===== config.mk =====
export PLATFORM = sky130hd
export DESIGN_NAME = dcofll_ctrl
export DESIGN_NICKNAME = d
export VERILOG_FILES = /design/src/rtl/dcofll_pkg.sv /design/src/rtl/dcofll_ctrl.sv
export SDC_FILE = /design/constraint.sdc
export NUM_CORES = 1
export LEC_CHECK = 0
export CAP_MARGIN = 15
export CORE_UTILIZATION = 55
export DETAILED_ROUTE_END_ITERATION = 10
export DONT_BUFFER_PORTS = 1
export PLACE_DENSITY_LB_ADDON = 0.08
export SLEW_MARGIN = 15
export SYNTH_ARGS = -nofsm -noshare
export SYNTH_HDL_FRONTEND = slang
export SYNTH_SLANG_ARGS = --single-unit

===== constraint.sdc =====
create_clock -name ref_clk -period 3.8 [get_ports ref_clk]
set_clock_uncertainty 0.2 [all_clocks]
set_input_delay 0.76 -clock ref_clk [delete_from_list [all_inputs] [get_ports ref_clk]]
set_output_delay 0.76 -clock ref_clk [all_outputs]
set_load 0.005 [all_outputs]

===== src/rtl/dcofll_pkg.sv =====
// constants for the oscillator loop and clock request control
// assumes one 100 MHz ref_clk and word-indexed register port
package dcofll_pkg;
    localparam int unsigned DCOFLL_CLK_MHZ = 100;
    // register indices on the plain port
    localparam logic [2:0] DCOFLL_IDX_CTL0 = 3'h0; // integrator tap/fraction
    localparam logic [2:0] DCOFLL_IDX_CTL1 = 3'h1; // range, fraction disable
    localparam logic [2:0] DCOFLL_IDX_CTL2 = 3'h2; // multiplier N, prescaler
    localparam logic [2:0] DCOFLL_IDX_CTL3 = 3'h3; // reference select/divider
    localparam logic [2:0] DCOFLL_IDX_REQ = 3'h4; // request enables, off bits
    localparam logic [2:0] DCOFLL_IDX_SYS = 3'h5; // processor status bits
    localparam logic [2:0] DCOFLL_IDX_STAT = 3'h6; // clock run status
    // integrator layout
    localparam int unsigned DCOFLL_INT_W = 13;
    localparam int unsigned DCOFLL_TAP_HI = 12;
    localparam int unsigned DCOFLL_TAP_LO = 8;
    localparam int unsigned DCOFLL_FRAC_HI = 7;
    localparam int unsigned DCOFLL_FRAC_LO = 3;
    localparam logic [12:0] DCOFLL_INT_MAX = 13'h1fff;
    localparam logic [12:0] DCOFLL_INT_ONE = 13'h0001;
    localparam logic [4:0] DCOFLL_TAP_TOP = 5'h1f;
    localparam logic [4:0] DCOFLL_FRAC_OFF = 5'h00;
    // reset values
    localparam logic [2:0] DCOFLL_RANGE_RST = 3'h2;
    localparam logic [12:0] DCOFLL_INT_RST = 13'h0000;
    localparam logic [2:0] DCOFLL_REFDIV_RST = 3'h0; // n = 1
    localparam logic [2:0] DCOFLL_PRESC_RST = 3'h1; // D = 2
    localparam logic [9:0] DCOFLL_MULT_RST = 10'h01f;
    localparam logic [2:0] DCOFLL_REFSEL_RST = 3'h0;
    // reference source codes
    localparam logic [2:0] DCOFLL_REF_XT1 = 3'h0;
    localparam logic [2:0] DCOFLL_REF_TRIM = 3'h2;
    localparam logic [2:0] DCOFLL_REF_XT2 = 3'h5;
    localparam logic [2:0] DCOFLL_REF_NONE = 3'h7;
    // divider tables: code -> divisor minus one
    localparam logic [3:0] DCOFLL_N_M1 [6] =
        '{4'h0, 4'h1, 4'h3, 4'h7, 4'hb, 4'hf};
    localparam logic [4:0] DCOFLL_D_M1 [6] =
        '{5'h00, 5'h01, 5'h03, 5'h07, 5'h0f, 5'h1f};
    localparam logic [2:0] DCOFLL_DIV_CODE_MAX = 3'h5;
    localparam logic [9:0] DCOFLL_MULT_MIN = 10'h001; // N=0 acts as 1
    // loop state
    typedef enum logic [1:0] {
        DCOFLL_RUN = 2'b00,
        DCOFLL_HOLD = 2'b01,
        DCOFLL_SHUT = 2'b11
    } dcofll_mode_t;
endpackage : dcofll_pkg


===== src/rtl/dcofll_ctrl.sv =====
// oscillator loop control, modulator and system clock request gating
// oscillator and reference edges arrive as one-cycle ticks on ref_clk
//
// Strobed register access and the address map are this design's own decisions.
`timescale 1ns/1ps
`default_nettype none

module dcofll_ctrl
    import dcofll_pkg::*;
(
    input wire logic ref_clk,
    input wire logic rst,
    input wire logic [2:0] reg_addr,
    input wire logic [15:0] reg_wdata,
    input wire logic reg_wr,
    input wire logic reg_rd,
    output logic [15:0] reg_rdata,
    input wire logic osc_output_tick, // one pulse per oscillator cycle
    input wire logic osc_output_level, // oscillator level, for gating
    input wire logic crystal_one_tick,
    input wire logic trimmed_reference_tick,
    input wire logic crystal_two_tick,
    input wire logic irq_entry,
    input wire logic aux_request,
    input wire logic main_request,
    input wire logic subsystem_request,
    input wire logic watchdog_aux_request,
    input wire logic watchdog_source_ok,
    input wire logic shutdown_request,
    output logic [2:0] osc_range_select,
    output logic [4:0] osc_tap,
    output logic osc_divided_tick,
    output logic loop_reference_clock,
    output logic aux_clock_en,
    output logic main_clock_en,
    output logic subsystem_clock_en,
    output logic watchdog_use_very_low_power_clock,
    output logic shutdown_low_power
);
    // whole module state in one record
    typedef struct packed {
        logic [12:0] integ; // loop integrator
        logic [2:0] range; // oscillator range
        logic fraction_disable;
        logic [9:0] mult_n; // multiplier field N
        logic [2:0] presc; // loop prescaler code
        logic [2:0] refsel; // loop reference select
        logic [2:0] refdiv; // reference divider code
        logic aux_request_enable;
        logic main_request_enable;
        logic subsystem_request_enable;
        logic subsystem_clock_off;
        logic crystal_one_off_control;
        logic crystal_two_off_control;
        logic clockgen_bit_zero;
        logic clockgen_bit_one;
        logic processor_off;
        logic aux_oscillator_off;
        logic [3:0] ref_cnt; // reference divider count
        logic [4:0] pre_cnt; // prescaler count
        logic [9:0] fb_cnt; // feedback (N+1) count
        logic [4:0] mod_cnt; // modulation window position
        logic ref_tick; // divided reference pulse
        logic [2:0] range_o;
        logic [4:0] tap_o;
        logic div_tick_o;
        logic aux_en;
        logic main_en;
        logic sub_en;
        logic wdt_vlo;
        logic shut;
        dcofll_mode_t mode;
        logic [15:0] rdata;
    } dcofll_state_t;

    dcofll_state_t st_reg;
    dcofll_state_t st_next;

    // combinational helpers
    logic src_tick; // selected raw reference edge
    logic [3:0] n_m1; // n minus one
    logic [4:0] d_m1; // D minus one
    logic [9:0] n_eff; // N with zero promoted
    logic pre_wrap; // prescaler completes D oscillator cycles
    logic fb_wrap; // feedback completes D(N+1) cycles
    logic inc; // integrator up
    logic dec; // integrator down
    logic frozen; // loop held by clockgen bits
    logic [4:0] tap; // integrator tap
    logic [4:0] frac; // integrator fraction
    logic hi_tap; // use next-higher tap this cycle
    logic aux_want;
    logic main_want;
    logic sub_want;
    logic shut_ok;

    // integrator fields and divider lookups
    always_comb begin
        tap = st_reg.integ[DCOFLL_TAP_HI:DCOFLL_TAP_LO];
        frac = st_reg.integ[DCOFLL_FRAC_HI:DCOFLL_FRAC_LO];
        // out-of-table codes clamp to the largest divisor
        n_m1 = DCOFLL_N_M1[(st_reg.refdiv > DCOFLL_DIV_CODE_MAX) ?
            DCOFLL_DIV_CODE_MAX : st_reg.refdiv];
        d_m1 = DCOFLL_D_M1[(st_reg.presc > DCOFLL_DIV_CODE_MAX) ?
            DCOFLL_DIV_CODE_MAX : st_reg.presc];
        n_eff = (st_reg.mult_n == '0) ? DCOFLL_MULT_MIN : st_reg.mult_n;
        frozen = st_reg.clockgen_bit_zero | st_reg.clockgen_bit_one;
        // reference source pick; code 7 and unused codes give nothing
        unique case (st_reg.refsel)
            DCOFLL_REF_XT1: src_tick = crystal_one_tick;
            DCOFLL_REF_TRIM: src_tick = trimmed_reference_tick;
            DCOFLL_REF_XT2: src_tick = crystal_two_tick;
            default: src_tick = 1'b0;
        endcase
        pre_wrap = osc_output_tick && (st_reg.pre_cnt >= d_m1);
        fb_wrap = pre_wrap && (st_reg.fb_cnt >= n_eff);
        inc = st_reg.ref_tick && !frozen && (st_reg.integ != DCOFLL_INT_MAX);
        dec = fb_wrap && !frozen && (st_reg.integ != '0);
        // top tap or disable or zero fraction keep the base tap
        hi_tap = !st_reg.fraction_disable && (frac != DCOFLL_FRAC_OFF) &&
            (tap != DCOFLL_TAP_TOP) && (st_reg.mod_cnt < frac);
        // requests override the off bits only while enabled
        aux_want = !st_reg.aux_oscillator_off ||
            (st_reg.aux_request_enable && aux_request);
        main_want = !st_reg.processor_off ||
            (st_reg.main_request_enable && main_request);
        sub_want = (!st_reg.clockgen_bit_one && !st_reg.subsystem_clock_off) ||
            (st_reg.subsystem_request_enable && subsystem_request);
        // crystals must be released and no aux request pending
        shut_ok = st_reg.crystal_one_off_control &&
            st_reg.crystal_two_off_control &&
            !(st_reg.aux_request_enable && aux_request) &&
            !watchdog_aux_request;
    end

    // next state
    always_comb begin
        st_next = st_reg;
        // reference divider by n
        if (src_tick) begin
            st_next.ref_cnt = (st_reg.ref_cnt >= n_m1) ? '0 :
                st_reg.ref_cnt + 4'h1;
        end
        st_next.ref_tick = src_tick && (st_reg.ref_cnt >= n_m1);
        // prescaler by D, then feedback count by N+1
        if (osc_output_tick) begin
            st_next.pre_cnt = pre_wrap ? '0 : st_reg.pre_cnt + 5'h01;
            st_next.mod_cnt = st_reg.mod_cnt + 5'h01; // 32-cycle window
        end
        if (pre_wrap) begin
            st_next.fb_cnt = fb_wrap ? 10'h000 : st_reg.fb_cnt + 10'h001;
        end
        st_next.div_tick_o = pre_wrap;
        // integrator: both at once cancel
        if (inc && !dec) begin
            st_next.integ = st_reg.integ + DCOFLL_INT_ONE;
        end else if (dec && !inc) begin
            st_next.integ = st_reg.integ - DCOFLL_INT_ONE;
        end
        st_next.mode = st_reg.shut ? DCOFLL_SHUT :
            (frozen ? DCOFLL_HOLD : DCOFLL_RUN);
        // register writes; software may set tap while held
        if (reg_wr) begin
            unique case (reg_addr)
                DCOFLL_IDX_CTL0: st_next.integ = reg_wdata[12:0];
                DCOFLL_IDX_CTL1: begin
                    st_next.range = reg_wdata[6:4];
                    st_next.fraction_disable = reg_wdata[0];
                end
                DCOFLL_IDX_CTL2: begin
                    st_next.mult_n = reg_wdata[9:0];
                    st_next.presc = reg_wdata[14:12];
                end
                DCOFLL_IDX_CTL3: begin
                    st_next.refsel = reg_wdata[6:4];
                    st_next.refdiv = reg_wdata[2:0];
                end
                DCOFLL_IDX_REQ: begin
                    st_next.aux_request_enable = reg_wdata[0];
                    st_next.main_request_enable = reg_wdata[1];
                    st_next.subsystem_request_enable = reg_wdata[2];
                    st_next.subsystem_clock_off = reg_wdata[3];
                    st_next.crystal_one_off_control = reg_wdata[4];
                    st_next.crystal_two_off_control = reg_wdata[5];
                end
                DCOFLL_IDX_SYS: begin
                    st_next.clockgen_bit_zero = reg_wdata[0];
                    st_next.clockgen_bit_one = reg_wdata[1];
                    st_next.processor_off = reg_wdata[2];
                    st_next.aux_oscillator_off = reg_wdata[3];
                end
                default: ; // unmapped and read-only: ignored
            endcase
        end
        // interrupt entry beats a same-cycle write; bit zero kept
        if (irq_entry) begin
            st_next.clockgen_bit_one = 1'b0;
            st_next.processor_off = 1'b0;
            st_next.aux_oscillator_off = 1'b0;
        end
        // shutdown latches until reset; request refused otherwise
        if (shutdown_request && shut_ok) begin
            st_next.shut = 1'b1;
        end
        // oscillator drive; fraction adds one tap for part of window
        st_next.range_o = st_reg.range;
        st_next.tap_o = tap + {4'h0, hi_tap};
        // gating changes only while the oscillator is low; shutdown clears all enables at any level
        if (!osc_output_level) begin
            st_next.aux_en = aux_want && !st_next.shut;
            st_next.main_en = main_want && !st_next.shut;
            st_next.sub_en = sub_want && !st_next.shut;
        end
        if (st_next.shut) begin
            st_next.aux_en = 1'b0;
            st_next.main_en = 1'b0;
            st_next.sub_en = 1'b0;
        end
        st_next.wdt_vlo = !watchdog_source_ok;
        // read data stands one cycle after the strobe
        st_next.rdata = 16'h0000;
        if (reg_rd) begin
            unique case (reg_addr)
                DCOFLL_IDX_CTL0: st_next.rdata = {3'h0, st_reg.integ};
                DCOFLL_IDX_CTL1: st_next.rdata = {9'h000, st_reg.range,
                    3'h0, st_reg.fraction_disable};
                DCOFLL_IDX_CTL2: st_next.rdata = {1'b0, st_reg.presc,
                    2'h0, st_reg.mult_n};
                DCOFLL_IDX_CTL3: st_next.rdata = {9'h000, st_reg.refsel,
                    1'b0, st_reg.refdiv};
                DCOFLL_IDX_REQ: st_next.rdata = {10'h000,
                    st_reg.crystal_two_off_control,
                    st_reg.crystal_one_off_control,
                    st_reg.subsystem_clock_off,
                    st_reg.subsystem_request_enable,
                    st_reg.main_request_enable, st_reg.aux_request_enable};
                DCOFLL_IDX_SYS: st_next.rdata = {12'h000,
                    st_reg.aux_oscillator_off, st_reg.processor_off,
                    st_reg.clockgen_bit_one, st_reg.clockgen_bit_zero};
                DCOFLL_IDX_STAT: st_next.rdata = {8'h00, st_reg.mode,
                    st_reg.shut, st_reg.wdt_vlo, 1'b0, st_reg.sub_en,
                    st_reg.main_en, st_reg.aux_en};
                default: st_next.rdata = 16'h0000; // unmapped reads zero
            endcase
        end
    end

    // state register; reset gives range 2, tap 0, D 2, n 1
    always_ff @(posedge ref_clk or posedge rst) begin
        if (rst) begin
            st_reg <= '0;
            st_reg.integ <= DCOFLL_INT_RST;
            st_reg.range <= DCOFLL_RANGE_RST;
            st_reg.range_o <= DCOFLL_RANGE_RST;
            st_reg.mult_n <= DCOFLL_MULT_RST;
            st_reg.presc <= DCOFLL_PRESC_RST;
            st_reg.refdiv <= DCOFLL_REFDIV_RST;
            st_reg.refsel <= DCOFLL_REFSEL_RST;
            st_reg.aux_request_enable <= 1'b1;
            st_reg.main_request_enable <= 1'b1;
            st_reg.subsystem_request_enable <= 1'b1;
        end else begin
            st_reg <= st_next;
        end
    end

    // outputs straight from the record
    assign reg_rdata = st_reg.rdata;
    assign osc_range_select = st_reg.range_o;
    assign osc_tap = st_reg.tap_o;
    assign osc_divided_tick = st_reg.div_tick_o;
    assign loop_reference_clock = st_reg.ref_tick;
    assign aux_clock_en = st_reg.aux_en;
    assign main_clock_en = st_reg.main_en;
    assign subsystem_clock_en = st_reg.sub_en;
    assign watchdog_use_very_low_power_clock = st_reg.wdt_vlo;
    assign shutdown_low_power = st_reg.shut;
endmodule : dcofll_ctrl

`default_nettype wire


==> results of run 1 <==
==> cells in the final DEF (no fill, tap or decap), types with 3 or more instances in the layout <==
cell type / n
nand2b_1: 8
nor3_1: 11
a41o_1: 3
or3_1: 5
o22ai_1: 3
and3b_1: 4
inv_1: 26
o31ai_1: 8
a31oi_1: 3
xnor2_1: 7
clkinvlp_4: 3
dfstp_2: 11
a22oi_1: 3
or2_2: 3
nor4_1: 5
mux2_2: 26
dfrtp_1: 91
a21o_1: 4
and2_1: 8
xor2_1: 6
ha_1: 31
o211ai_1: 3
nor2_1: 49
mux2i_1: 15
nand2_1: 48
a21boi_0: 3
o21ai_0: 31
nor2b_1: 10
clkbuf_8: 9
nand4_1: 10
a211oi_1: 7
nor3b_1: 6
nand3_1: 18
and3_1: 12
o21a_1: 3
a41oi_1: 3
a21oi_1: 28
==> final timing paths <==
kind | slack (ps) | startpoint | endpoint
setup / recovery | 550 | st_reg[77] | st_reg[91]
hold / removal | 120 | rst | osc_tap[3]
setup reg to reg | 550 | st_reg[77] | st_reg[91]
hold reg to reg | 190 | st_next[30] | osc_range_select[1]
max in group asynchronous | 2530 | rst | st_reg[64]
min in group ref_clk | 190 | st_next[30] | osc_range_select[1]
==> per-stage QoR <==
stage	cells	hold slack, ps	power (mW)	setup slack [ps]	utilization [%]
after floorplan	598	159.1	2.564	182.7	-
after global placement	687	173.6	2.721	616.3	55.76
final	702	121.5	3.494	551.4	57.79
after CTS	702	123.3	3.535	555.0	57.79
after global routing	702	169.2	3.761	281.3	57.79
after detailed placement	687	174.3	2.775	579.0	55.76
==> power by group through the flow <==
stage	clock network [mW]	logic, mW	registers (mW)
6_report	0.736	1.03	1.73
5_1_grt	0.799	1.18	1.78
4_1_cts	0.772	1.04	1.73
3_5_place_dp	0	1.03	1.75
3_3_place_gp	0	0.982	1.74
2_1_floorplan	0	0.978	1.59
==> cells by family (layout without fill, tap and decap cells) <==
logic type,count (synthesis),count (layout),share of synthesized area (%)
AO/OA/AOI/OAI,121,121,13.75
other,1,1,0.06367
adder cells (fa/ha/maj),31,31,6.586
multiplexers,42,42,7.903
AND/OR/NAND/NOR,212,212,19.27
flip-flops,102,102,43.57
XOR/XNOR,13,13,1.933
buffers and inverters,76,44,6.926
==> Yosys cell counts (all sizes together) (11+ instances only) <==
library cell / number
dfrtp: 91
nand2: 49
nor2: 49
o21ai: 34
buf: 32
ha: 31
a21oi: 28
inv: 28
mux2: 26
nand3: 19
clkbuf: 16
mux2i: 15
and3: 14
nor3: 12
dfstp: 11
==> worst max-delay path: cells and delay by family (launching register included) <==
kind / cells / cell delay (ps)
fa+ha+maj: 1 / 260
simple gates: 4 / 400
flops: 1 / 570
compound gates: 5 / 1690
==> final cells by class <==
class                           count  area (sq um)  area share (%)
Timing Repair Buffer                1         20.02          0.3340
Clock inverter                      6         87.58           1.461
Tap cell                          136         170.2           2.839
Inverter                           28         110.1           1.837
Sequential cell                   102          2566           42.82
Multi-Input combinational cell    420          2915           48.64
Clock buffer                        9         123.9           2.067
==> routing by layer <==
metal  vias to the layer above  track usage (%)  part of all wire (%)
li1                       2030                -                     -
met1                      2071            34.79                    47
met2                        92            38.91                    46
met3                        14            6.122                   4.7
met4                         0            8.350                   1.5
met5                         -                0                     0
==> metrics.txt, run 1 <==
# TYPE chip_impl_metric gauge
chip_impl_info{name="outcome",value="complete, no violations"} 1
chip_impl_metric{name="cts_hold_repair.buffers",unit=""} 0
chip_impl_metric{name="ff2ff_path_depth",unit=""} 10
chip_impl_metric{name="fp.coreArea",unit="sq mm"} 0.01037
chip_impl_metric{name="power_switching_share",unit="%"} 35.82
chip_impl_metric{name="dp_hpwl",unit="um"} 9484
chip_impl_metric{name="antenna_violations_before_repair",unit=""} 0
chip_impl_metric{name="relSlewSlack",unit="%"} 47.47
chip_impl_metric{name="maxSlewViolCount",unit=""} 0
chip_impl_metric{name="synth_cells",unit=""} 598
chip_impl_metric{name="synth.ff_latch_count",unit=""} 102
chip_impl_metric{name="finalInstanceArea",unit="sq mm"} 0.005993
chip_impl_metric{name="route.detailed.wl_per_inst",unit="um"} 18.43
chip_impl_metric{name="vdd_drop_max",unit="uV"} 363.7
chip_impl_metric{name="design.die.area",unit="sq mm"} 0.01113
chip_impl_metric{name="total_leakage_power",unit="nW"} 2.667
chip_impl_metric{name="n_fill_cell",unit=""} 922
chip_impl_metric{name="vias_per_cell",unit=""} 5.993
chip_impl_metric{name="cp_max_fo",unit=""} 15
chip_impl_metric{name="drive_above_1_share",unit="%"} 12.90
chip_impl_metric{name="grt_total_usage",unit="%"} 25.19
chip_impl_metric{name="htree_num_levels",unit=""} 3
chip_impl_metric{name="ant_nets",unit=""} 0
chip_impl_metric{name="post_synth.cell_area_avg",unit="sq um"} 9.848
chip_impl_info{name="crit_chain",value="nor3_1 > a41o_1 > ha_1 > nand2b_1 > a211oi_1 > nor3_1 > o21ai_2 > o21ai_1 > a2111oi_0 > nor2_1"} 1
chip_impl_metric{name="grt_overflow_total",unit=""} 0
chip_impl_metric{name="die-height",unit="um"} 105.5
chip_impl_metric{name="finalNetCount",unit=""} 628
chip_impl_metric{name="ctsLongestPathBuffers",unit=""} 2
chip_impl_metric{name="synth.distinct_cells",unit=""} 70
chip_impl_metric{name="grt_max_degree",unit=""} 53
chip_impl_metric{name="detailedRoute.firstPassIterationCount",unit=""} 5
chip_impl_metric{name="yosys_warnings",unit=""} 0
chip_impl_info{name="unrepaired_setup_endpoints_after_global_routing",value="false"} 1
chip_impl_info{name="synth_flop_cell",value="dfrtp_1"} 1
chip_impl_info{name="ys_top_cells_by_area",value="dfrtp_1 (39%), ha_1 (6.6%), mux2_2 (5.0%)"} 1
chip_impl_info{name="post-synth-top-area-cell",value="dfrtp_1"} 1
chip_impl_metric{name="tightest_slew",unit="ps"} 788.0
chip_impl_metric{name="count_of_flip_flops_with_a_built_in_enable_after_synthesis",unit=""} 0
chip_impl_metric{name="ios",unit=""} 66
chip_impl_metric{name="worst-endpoint-arrival",unit="ps"} 3320
chip_impl_metric{name="fin_setup_tns",unit="ps"} 0
chip_impl_metric{name="post-route-drc-count",unit=""} 0
chip_impl_metric{name="largest_register_ff_count",unit=""} 64
chip_impl_metric{name="yosysSeqAreaShare",unit="%"} 43.57
chip_impl_metric{name="fmaxAchievable",unit="GHz"} 0.3078
chip_impl_metric{name="routed_wl",unit="um"} 12940
chip_impl_metric{name="cts_resized",unit=""} 0
chip_impl_metric{name="num_cts_buffers",unit=""} 9
chip_impl_metric{name="die_w",unit="um"} 105.5
chip_impl_metric{name="area_growth",unit="%"} 1.763
chip_impl_metric{name="finalCritPeriodShare",unit="%"} 85.49
chip_impl_metric{name="drv_cap",unit=""} 0
chip_impl_metric{name="placement.io_buffers",unit=""} 0
chip_impl_metric{name="combPwrFrac",unit="%"} 29.4
chip_impl_metric{name="worst_ep_required_time",unit="ps"} 3870
chip_impl_info{name="cell_with_the_largest_stage_delay_on_the_worst_path",value="dfstp_2"} 1
chip_impl_info{name="cell_with_the_most_instances_on_the_worst_path",value="nor3_1"} 1
chip_impl_metric{name="power.net_switching",unit="mW"} 1.252
chip_impl_metric{name="timing.final.crit_period",unit="ps"} 3249
chip_impl_metric{name="synth.net_count",unit=""} 664
chip_impl_metric{name="gp_congestion",unit=""} 0.8471
chip_impl_metric{name="p_clk_share",unit="%"} 21.1
chip_impl_metric{name="critPathMaxStageDelay",unit="ps"} 570
chip_impl_metric{name="first_iter_violations",unit=""} 294
chip_impl_metric{name="timing.final.setup_violations",unit=""} 0
chip_impl_metric{name="part_of_the_total_power_dissipated_in_sequential_elements",unit="%"} 49.6
chip_impl_metric{name="detailroute.via_count",unit=""} 4207
chip_impl_metric{name="worstSkewPairLatency",unit="ps"} 390
chip_impl_info{name="cp-end-kind",value="flop"} 1
chip_impl_metric{name="antenna_cells",unit=""} 0
chip_impl_metric{name="synth_area",unit="sq mm"} 0.005889
chip_impl_metric{name="grt_pass1_wl",unit="um"} 21340
chip_impl_metric{name="pwr_density_cell",unit="mW/mm^2"} 583.0
chip_impl_info{name="worst_setup_path_start_kind",value="flop"} 1
chip_impl_metric{name="async_flop_share",unit="%"} 100.0
chip_impl_metric{name="synth_top_area_share",unit="%"} 38.67
chip_impl_metric{name="worst_setup_hold_path_clk_slew",unit="ps"} 90
chip_impl_metric{name="via_count_of_the_first_global_routing_pass",unit=""} 4095
chip_impl_metric{name="finalHoldViolCount",unit=""} 0
chip_impl_info{name="cts_tree",value="built"} 1
chip_impl_info{name="cts-root-buf",value="clkbuf_8"} 1
chip_impl_metric{name="dpl_cell_area",unit="sq mm"} 0.005782
chip_impl_metric{name="internal_power",unit="mW"} 2.242
chip_impl_info{name="critical_path_class",value="reg2reg"} 1
chip_impl_info{name="holdCritPathClass",value="in2async"} 1
chip_impl_metric{name="post-cts-setup-buffers",unit=""} 0
chip_impl_metric{name="tritoncts_num_sinks",unit=""} 102
chip_impl_metric{name="floorplan.initialDensity",unit="%"} 56.79
chip_impl_metric{name="std_cell_rows",unit=""} 37
Power figures use the tool's default switching activity.
==> run 2: changes to the inputs <==
--- a/config.mk
+++ b/config.mk
@@ -6,6 +6,7 @@
 export NUM_CORES = 1
 export LEC_CHECK = 0
 export CAP_MARGIN = 15
+export CORE_MARGIN = 1
 export CORE_UTILIZATION = 55
 export DETAILED_ROUTE_END_ITERATION = 10
 export DONT_BUFFER_PORTS = 1
==> constraint.sdc (replaced) <==
create_clock -name ref_clk -period 3.8 [get_ports ref_clk]
set_clock_uncertainty 0.2 [all_clocks]
set_input_delay 1.14 -clock ref_clk [delete_from_list [all_inputs] [get_ports ref_clk]]
set_output_delay 1.14 -clock ref_clk [all_outputs]
set_load 0.005 [all_outputs]
==> run 2 against run 1 <==
Setup slack got worse by 72 ps. Combinational power about the same. Final area up 0.15%. Register-to-register slack worse by 70 ps. Count of clock-buffer cells in the layout stayed put. Critical path type unchanged.
==> metrics.txt, run 2 (synthesis gave the netlist of run 1 again) <==
# TYPE chip_impl_metric gauge
chip_impl_info{name="outcome",value="complete, no violations"} 1
chip_impl_metric{name="maxSlewViolCount",unit=""} 0
chip_impl_metric{name="worst_setup_hold_path_clk_slew",unit="ps"} 100
chip_impl_metric{name="cp_max_fo",unit=""} 17
chip_impl_metric{name="via_count_of_the_first_global_routing_pass",unit=""} 4291
chip_impl_metric{name="post-route-drc-count",unit=""} 0
chip_impl_metric{name="dp_hpwl",unit="um"} 9506
chip_impl_info{name="most_common_library_cell_in_the_layout_ignoring_fill_and_taps",value="dfrtp_1"} 1
chip_impl_metric{name="tritoncts_num_sinks",unit=""} 102
chip_impl_metric{name="cts_hold_repair.buffers",unit=""} 0
chip_impl_info{name="holdCritPathClass",value="reg2reg"} 1
chip_impl_metric{name="timing.final.crit_period",unit="ps"} 3320
chip_impl_metric{name="crit_buf_inv",unit=""} 1
chip_impl_metric{name="num_cts_buffers",unit=""} 9
chip_impl_metric{name="first_iter_violations",unit=""} 267
chip_impl_metric{name="grt_util_met1",unit="%"} 35.13
chip_impl_metric{name="finalNetCount",unit=""} 630
chip_impl_metric{name="vias_per_cell",unit=""} 6.126
chip_impl_metric{name="pwr_density_cell",unit="mW/mm^2"} 580.6
chip_impl_metric{name="design.die.area",unit="sq mm"} 0.01113
chip_impl_metric{name="gr_layer_usage_met3",unit="%"} 6.308
chip_impl_metric{name="dpl_cell_area",unit="sq mm"} 0.005798
chip_impl_metric{name="worstSkewPairLatency",unit="ps"} 400
chip_impl_metric{name="vdd_drop_max",unit="uV"} 393.5
chip_impl_metric{name="grt_total_usage",unit="%"} 25.91
chip_impl_metric{name="worst_hold_check_slack",unit="ps"} 193.2
chip_impl_metric{name="std_cell_rows",unit=""} 37
chip_impl_metric{name="placement.io_buffers",unit=""} 0
chip_impl_info{name="grt.busiest_layer",value="met2"} 1
chip_impl_metric{name="drive_above_1_share",unit="%"} 13.36
chip_impl_metric{name="grt_pass1_wl",unit="um"} 22120
chip_impl_metric{name="antenna_cells",unit=""} 0
chip_impl_metric{name="relSlewSlack",unit="%"} 53.09
chip_impl_metric{name="fin_setup_tns",unit="ps"} 0
chip_impl_metric{name="place.detailed.instances",unit=""} 689
chip_impl_metric{name="tightest_slew",unit="ps"} 703.7
chip_impl_info{name="cts-root-buf",value="clkbuf_8"} 1
chip_impl_metric{name="die-height",unit="um"} 105.5
chip_impl_metric{name="finalInstanceArea",unit="sq mm"} 0.006002
chip_impl_metric{name="drv_cap",unit=""} 0
chip_impl_metric{name="finalHoldViolCount",unit=""} 0
chip_impl_metric{name="ctsLongestPathBuffers",unit=""} 2
chip_impl_metric{name="antenna_violations_before_repair",unit=""} 0
chip_impl_metric{name="fmaxAchievable",unit="GHz"} 0.3012
chip_impl_metric{name="routed_wl",unit="um"} 13280
chip_impl_metric{name="grt_max_degree",unit=""} 103
chip_impl_metric{name="total_leakage_power",unit="nW"} 2.678
chip_impl_metric{name="post-route-util",unit="%"} 57.88
chip_impl_metric{name="gp_congestion",unit=""} 0.8564
chip_impl_metric{name="route.detailed.wl_per_inst",unit="um"} 18.83
chip_impl_info{name="cp-end-kind",value="flop"} 1
chip_impl_metric{name="area_growth",unit="%"} 1.912
chip_impl_metric{name="worst_ep_required_time",unit="ps"} 3890
chip_impl_metric{name="ios",unit=""} 66
chip_impl_metric{name="floorplan.initialDensity",unit="%"} 56.79
chip_impl_info{name="cts_tree",value="built"} 1
chip_impl_metric{name="grt_overflow_total",unit=""} 0
chip_impl_metric{name="post_layout_nonfiller_instances",unit=""} 705
chip_impl_info{name="unrepaired_setup_endpoints_after_global_routing",value="false"} 1
chip_impl_info{name="critical_path_class",value="reg2reg"} 1
chip_impl_metric{name="finalCritPeriodShare",unit="%"} 87.38
chip_impl_metric{name="met2_grt_util",unit="%"} 41.12
chip_impl_metric{name="post-cts-setup-buffers",unit=""} 0
chip_impl_info{name="highest_count_cells_in_the_layout_ignoring_fill_and_taps",value="dfrtp_1 (91), nor2_1 (49), nand2_1 (48)"} 1
chip_impl_metric{name="die_w",unit="um"} 105.5
chip_impl_metric{name="ant_nets",unit=""} 0
chip_impl_info{name="crit_chain",value="or3_1 > ha_1 > nor2b_1 > o21ai_1 > a21o_1 > a21o_4 > nand2_4 > inv_4 > o21a_1 > nand3_1 > and3b_1 > o31ai_1"} 1
chip_impl_info{name="worst_setup_path_start_kind",value="flop"} 1
chip_impl_metric{name="htree_num_levels",unit=""} 3
chip_impl_metric{name="largest_register_ff_count",unit=""} 64
chip_impl_info{name="cell_with_the_largest_stage_delay_on_the_worst_path",value="o21a_1"} 1
chip_impl_metric{name="worst-endpoint-arrival",unit="ps"} 3410
chip_impl_metric{name="detailedRoute.firstPassIterationCount",unit=""} 5
chip_impl_metric{name="timing.final.setup_violations",unit=""} 0
chip_impl_metric{name="detailroute.via_count",unit=""} 4319
chip_impl_metric{name="critPathMaxStageDelay",unit="ps"} 580
chip_impl_metric{name="fp.coreArea",unit="sq mm"} 0.01037
chip_impl_info{name="critPathTopFamily",value="compound AO/OA/AOI/OAI gates"} 1
chip_impl_metric{name="cts_resized",unit=""} 0
run 2: cell types whose count changed in the layout (fill, tap and decap cells not counted):
cell,before,now
buf_4,0,2
bufinv_16,2,1
clkinv_4,0,1
clkinvlp_4,3,2
inv_4,2,1
inv_6,0,2
inv_8,0,1
run 2: final cells by class:
cell class                      count  area, sq um
Multi-Input combinational cell    420         2915
Fill cell                         917         4368
Tap cell                          136        170.2
Sequential cell                   102         2566
Clock buffer                        9        123.9
Inverter                           28        111.4
Timing Repair Buffer                3        35.03
Clock inverter                      7        80.08
run 2: power by group:
group,total (mW),switching (mW),internal (mW)
Combinational,1.04,0.534,0.501
Clock,0.719,0.405,0.313
Sequential,1.73,0.352,1.38
Total,3.48,1.29,2.19
run 2: metrics by stage:
stage          setup WS, ps  power (mW)
3_3_place_gp          604.6       2.719
4_1_cts               500.1       3.508
6_report              479.7       3.484
5_1_grt               282.0       3.745
2_1_floorplan         893.4       2.565
3_5_place_dp          557.0       2.782
run 2: final timing paths:
path                            cells past startpoint             endpoint  slack (ps)         from
worst max-delay path                               12          st_reg[100]         480   st_reg[75]
max in group asynchronous                           2           st_reg[78]        2420          rst
worst min-delay path                                0  osc_range_select[1]         190  st_next[30]
worst min register to register                      0  osc_range_select[1]         190  st_next[30]
worst max register to register                     12          st_reg[100]         480   st_reg[75]
min in group asynchronous                           2           osc_tap[2]         570          rst
run 2: per-layer routing:
metal	wire length [um]	share of wire [%]
met2	6285	47
met3	703	5.3
met5	0	0
met4	250	1.9
met1	6038	45
==> run 3: changes to the inputs <==
--- a/config.mk
+++ b/config.mk
@@ -5,12 +5,14 @@
 export SDC_FILE = /design/constraint.sdc
 export NUM_CORES = 1
 export LEC_CHECK = 0
+export ABC_AREA = 1
 export CAP_MARGIN = 15
 export CORE_MARGIN = 1
 export CORE_UTILIZATION = 55
 export DETAILED_ROUTE_END_ITERATION = 10
 export DONT_BUFFER_PORTS = 1
 export PLACE_DENSITY_LB_ADDON = 0.08
+export SETUP_SLACK_MARGIN = 0.5
 export SLEW_MARGIN = 15
 export SYNTH_ARGS = -nofsm -noshare
 export SYNTH_HDL_FRONTEND = slang
==> run 3 against run 2 <==
Setup slack better by 310 ps. Routed wire length is 2.3% higher. Via count is 11% higher. Register-to-register slack better by 310 ps. Hold slack worse by 4.3 ps. Combinational power is 21% higher. First-iteration DRC count is 2.2% lower. Largest power group unchanged. Highest routed layer unchanged.
==> metrics.txt, run 3 <==
# TYPE chip_impl_metric gauge
chip_impl_info{name="outcome",value="complete, no violations"} 1
chip_impl_metric{name="largest_register_ff_count",unit=""} 64
chip_impl_metric{name="vias_per_cell",unit=""} 5.521
chip_impl_metric{name="pre_cts_ws",unit="ps"} 825.7
chip_impl_info{name="cp-end-kind",value="flop"} 1
chip_impl_metric{name="synth_top_area_share",unit="%"} 37.89
chip_impl_metric{name="drive_above_1_share",unit="%"} 9.726
chip_impl_metric{name="synth_area",unit="sq mm"} 0.006010
chip_impl_metric{name="routed_wl",unit="um"} 13580
chip_impl_metric{name="synth.net_count",unit=""} 817
chip_impl_metric{name="antenna_cells",unit=""} 0
chip_impl_metric{name="yosysSeqAreaShare",unit="%"} 42.70
chip_impl_info{name="post-synth-top-area-cell",value="dfrtp_1"} 1
chip_impl_metric{name="critPathMaxStageDelay",unit="ps"} 400
chip_impl_info{name="unrepaired_setup_endpoints_after_global_routing",value="false"} 1
chip_impl_metric{name="ctsLongestPathBuffers",unit=""} 2
chip_impl_metric{name="std_cell_rows",unit=""} 37
chip_impl_metric{name="timing.final.crit_period",unit="ps"} 3014
chip_impl_metric{name="yosys_warnings",unit=""} 0
chip_impl_info{name="highest_count_cells_in_the_layout_ignoring_fill_and_taps",value="nand2_1 (183), inv_1 (104), dfrtp_1 (91)"} 1
chip_impl_metric{name="async_flop_share",unit="%"} 100.0
chip_impl_metric{name="post-cts-setup-buffers",unit=""} 0
chip_impl_metric{name="gp_congestion",unit=""} 0.9116
chip_impl_info{name="critPathTopFamily",value="simple AND/OR/NAND/NOR gates"} 1
chip_impl_metric{name="tightest_slew",unit="ps"} 707.6
chip_impl_info{name="timing.rr.start",value="st_reg[83]"} 1
chip_impl_metric{name="pwr_density_cell",unit="mW/mm^2"} 599.6
chip_impl_info{name="cell_with_the_most_instances_on_the_worst_path",value="nand2_1"} 1
chip_impl_metric{name="grt_total_usage",unit="%"} 26.38
chip_impl_metric{name="placement.io_buffers",unit=""} 0
chip_impl_metric{name="grt_max_degree",unit=""} 76
chip_impl_metric{name="grt_pass1_wl",unit="um"} 22860
chip_impl_metric{name="worst_setup_hold_path_clk_slew",unit="ps"} 110
chip_impl_metric{name="multi_input_area",unit="sq mm"} 0.002721
chip_impl_metric{name="worst-endpoint-arrival",unit="ps"} 3120
chip_impl_metric{name="post_synth.cell_area_avg",unit="sq um"} 8.002
chip_impl_metric{name="htree_num_levels",unit=""} 3
chip_impl_metric{name="drv_cap",unit=""} 0
chip_impl_metric{name="post-route-drc-count",unit=""} 0
chip_impl_metric{name="cts_hold_repair.buffers",unit=""} 0
chip_impl_metric{name="total_leakage_power",unit="nW"} 3.084
chip_impl_metric{name="cts_resized",unit=""} 0
chip_impl_metric{name="finalNetCount",unit=""} 791
chip_impl_metric{name="relSlewSlack",unit="%"} 52.46
chip_impl_metric{name="finalHoldViolCount",unit=""} 0
chip_impl_metric{name="dp_hpwl",unit="um"} 10280
chip_impl_metric{name="floorplan.initialDensity",unit="%"} 57.44
chip_impl_metric{name="fp.coreArea",unit="sq mm"} 0.01046
chip_impl_info{name="synth_flop_cell",value="dfrtp_1"} 1
chip_impl_metric{name="fin_setup_tns",unit="ps"} 0
chip_impl_metric{name="n_fill_cell",unit=""} 988
chip_impl_metric{name="worstSkewPairLatency",unit="ps"} 400
chip_impl_metric{name="design.die.area",unit="sq mm"} 0.01135
chip_impl_metric{name="fmaxAchievable",unit="GHz"} 0.3318
chip_impl_info{name="post-synth-top-count-cell",value="nand2_1"} 1
chip_impl_metric{name="area_growth",unit="%"} 2.061
chip_impl_metric{name="ios",unit=""} 66
chip_impl_metric{name="ff2ff_path_depth",unit=""} 16
chip_impl_info{name="critical_path_class",value="reg2reg"} 1
chip_impl_metric{name="ant_nets",unit=""} 0
chip_impl_metric{name="num_cts_buffers",unit=""} 9
chip_impl_info{name="crit_chain",value="inv_1 > nand4_1 > o41ai_1 > ha_1 > inv_1 > nand2_1 > nand2_1 > nand2_1 > nand3_1 > nand3_1 > nand3_4 > nand2_1 > nand3_1 > nand3_1 > nand2_1 > inv_1"} 1
chip_impl_metric{name="detailedRoute.firstPassIterationCount",unit=""} 4
chip_impl_info{name="cts_tree",value="built"} 1
chip_impl_metric{name="antenna_violations_before_repair",unit=""} 0
chip_impl_metric{name="count_of_flip_flops_with_a_built_in_enable_after_synthesis",unit=""} 0
chip_impl_info{name="most_common_library_cell_in_the_layout_ignoring_fill_and_taps",value="nand2_1"} 1
chip_impl_metric{name="synth.ff_latch_count",unit=""} 102
chip_impl_metric{name="die_w",unit="um"} 106.5
chip_impl_metric{name="vdd_drop_max",unit="uV"} 378.3
chip_impl_info{name="holdCritPathClass",value="reg2reg"} 1
chip_impl_metric{name="tritoncts_num_sinks",unit=""} 102
chip_impl_metric{name="via_count_of_the_first_global_routing_pass",unit=""} 4628
chip_impl_info{name="holdCritStartpoint",value="st_next[30]"} 1
chip_impl_info{name="worst_setup_path_start_kind",value="flop"} 1
chip_impl_metric{name="worst_hold_path.num_cells",unit=""} 0
chip_impl_info{name="ys_top_cells_by_count",value="nand2_1 (183), inv_1 (105), dfrtp_1 (91), nand3_1 (61), nor2_1 (45)"} 1
chip_impl_metric{name="finalInstanceArea",unit="sq mm"} 0.006133
chip_impl_info{name="r2r_end",value="st_reg[91]"} 1
chip_impl_metric{name="maxSlewViolCount",unit=""} 0
chip_impl_info{name="worst_hold_path.endpoint",value="osc_range_select[1]"} 1
chip_impl_info{name="cell_with_the_largest_stage_delay_on_the_worst_path",value="dfrtp_1"} 1
chip_impl_metric{name="finalCritPeriodShare",unit="%"} 79.32
chip_impl_info{name="cts-root-buf",value="clkbuf_8"} 1
chip_impl_metric{name="fin_ws",unit="ps"} 785.9
chip_impl_info{name="ys_top_cells_by_area",value="dfrtp_1 (38%), nand2_1 (11%), inv_1 (6.6%)"} 1
chip_impl_metric{name="synth_cells",unit=""} 751
chip_impl_metric{name="cp_max_fo",unit=""} 21
chip_impl_metric{name="first_iter_violations",unit=""} 261
chip_impl_metric{name="dpl_cell_area",unit="sq mm"} 0.005928
chip_impl_metric{name="place.detailed.instances",unit=""} 850
chip_impl_metric{name="grt_overflow_total",unit=""} 0
chip_impl_metric{name="die-height",unit="um"} 106.5
chip_impl_metric{name="synth.distinct_cells",unit=""} 47
chip_impl_metric{name="worst-r2r-setup-slack",unit="ps"} 790
chip_impl_metric{name="detailroute.via_count",unit=""} 4781
chip_impl_metric{name="timing.final.setup_violations",unit=""} 0
chip_impl_metric{name="crit_buf_inv",unit=""} 3
chip_impl_metric{name="worst_ep_required_time",unit="ps"} 3910
chip_impl_metric{name="route.detailed.wl_per_inst",unit="um"} 15.68
chip_impl_metric{name="regArea",unit="sq mm"} 0.002566
chip_impl_metric{name="post_layout_nonfiller_instances",unit=""} 866
-- run 3: cell types whose count changed in the layout (fill, tap and decap cells not counted), moves of 10 or more --
cell	change
and3_1	-12
inv_1	+78
mux2_2	-25
mux2i_1	-15
nand2_1	+135
nand3_1	+43
nand3_2	+10
nor2b_1	-10
o21ai_0	+13
-- run 3: layout make-up --
cell class	instances	area share [%]
timing repair buffer	4	0.6936
multi-input combinational	495	44.37
tap	136	2.774
inverter	113	6.977
sequential	102	41.84
clock inverter	5	1.040
clock buffer	11	2.305
-- run 3: cells by family (layout without fill, tap and decap cells) --
group                      Yosys count  in the layout  synth area share [%]
and+or+nand+nor                    350            350                 27.13
buffers and inverters              154            133                 12.01
DFF                                102            102                 42.70
AOI/OAI and AO/OA                   96             96                 9.120
adders and majority gates           31             31                 6.454
xor gates and xnor gates            16             16                 2.332
other                                1              1               0.06240
muxes                                1              1                0.1874
-- run 3: how the worst max path moves through the flow --
| stage | startpoint | end | slack, ps | cells past startpoint |
|---|---|---|---|---|
| after floorplan | rst | aux_clock_en | 1250 | 1 |
| after global placement | reg_addr[1] | st_reg[100] | 870 | 9 |
| after detailed placement | st_reg[84] | st_reg[91] | 830 | 16 |
| after CTS | st_reg[83] | st_reg[91] | 810 | 16 |
| after global routing | st_reg[83] | st_reg[91] | 530 | 16 |
| final | st_reg[83] | st_reg[91] | 790 | 16 |
-- run 3: layer usage --
layer  wire, um  up-vias  GRT usage (%)
met2       6518      126          44.85
met1       6034     2275          32.67
met4        259        0          8.806
met5          0        -              0
li1           -     2355              -
met3        768       25          6.683
-- run 3: through the flow --
stage	power [mW]	hold WS, ps	utilization [%]
final	3.678	188.9	58.62
after detailed placement	2.977	166.8	56.66
after global placement	2.906	166.9	56.66
after global routing	3.989	191.5	58.62
after CTS	3.700	194.3	58.62
after floorplan	2.724	160.6	-
-- run 3: power by group --
group          switching, mW  internal, mW  total (mW)
Sequential             0.325          1.38        1.70
Combinational          0.776         0.481        1.26
Clock                  0.387         0.330       0.717
Total                   1.49          2.19        3.68
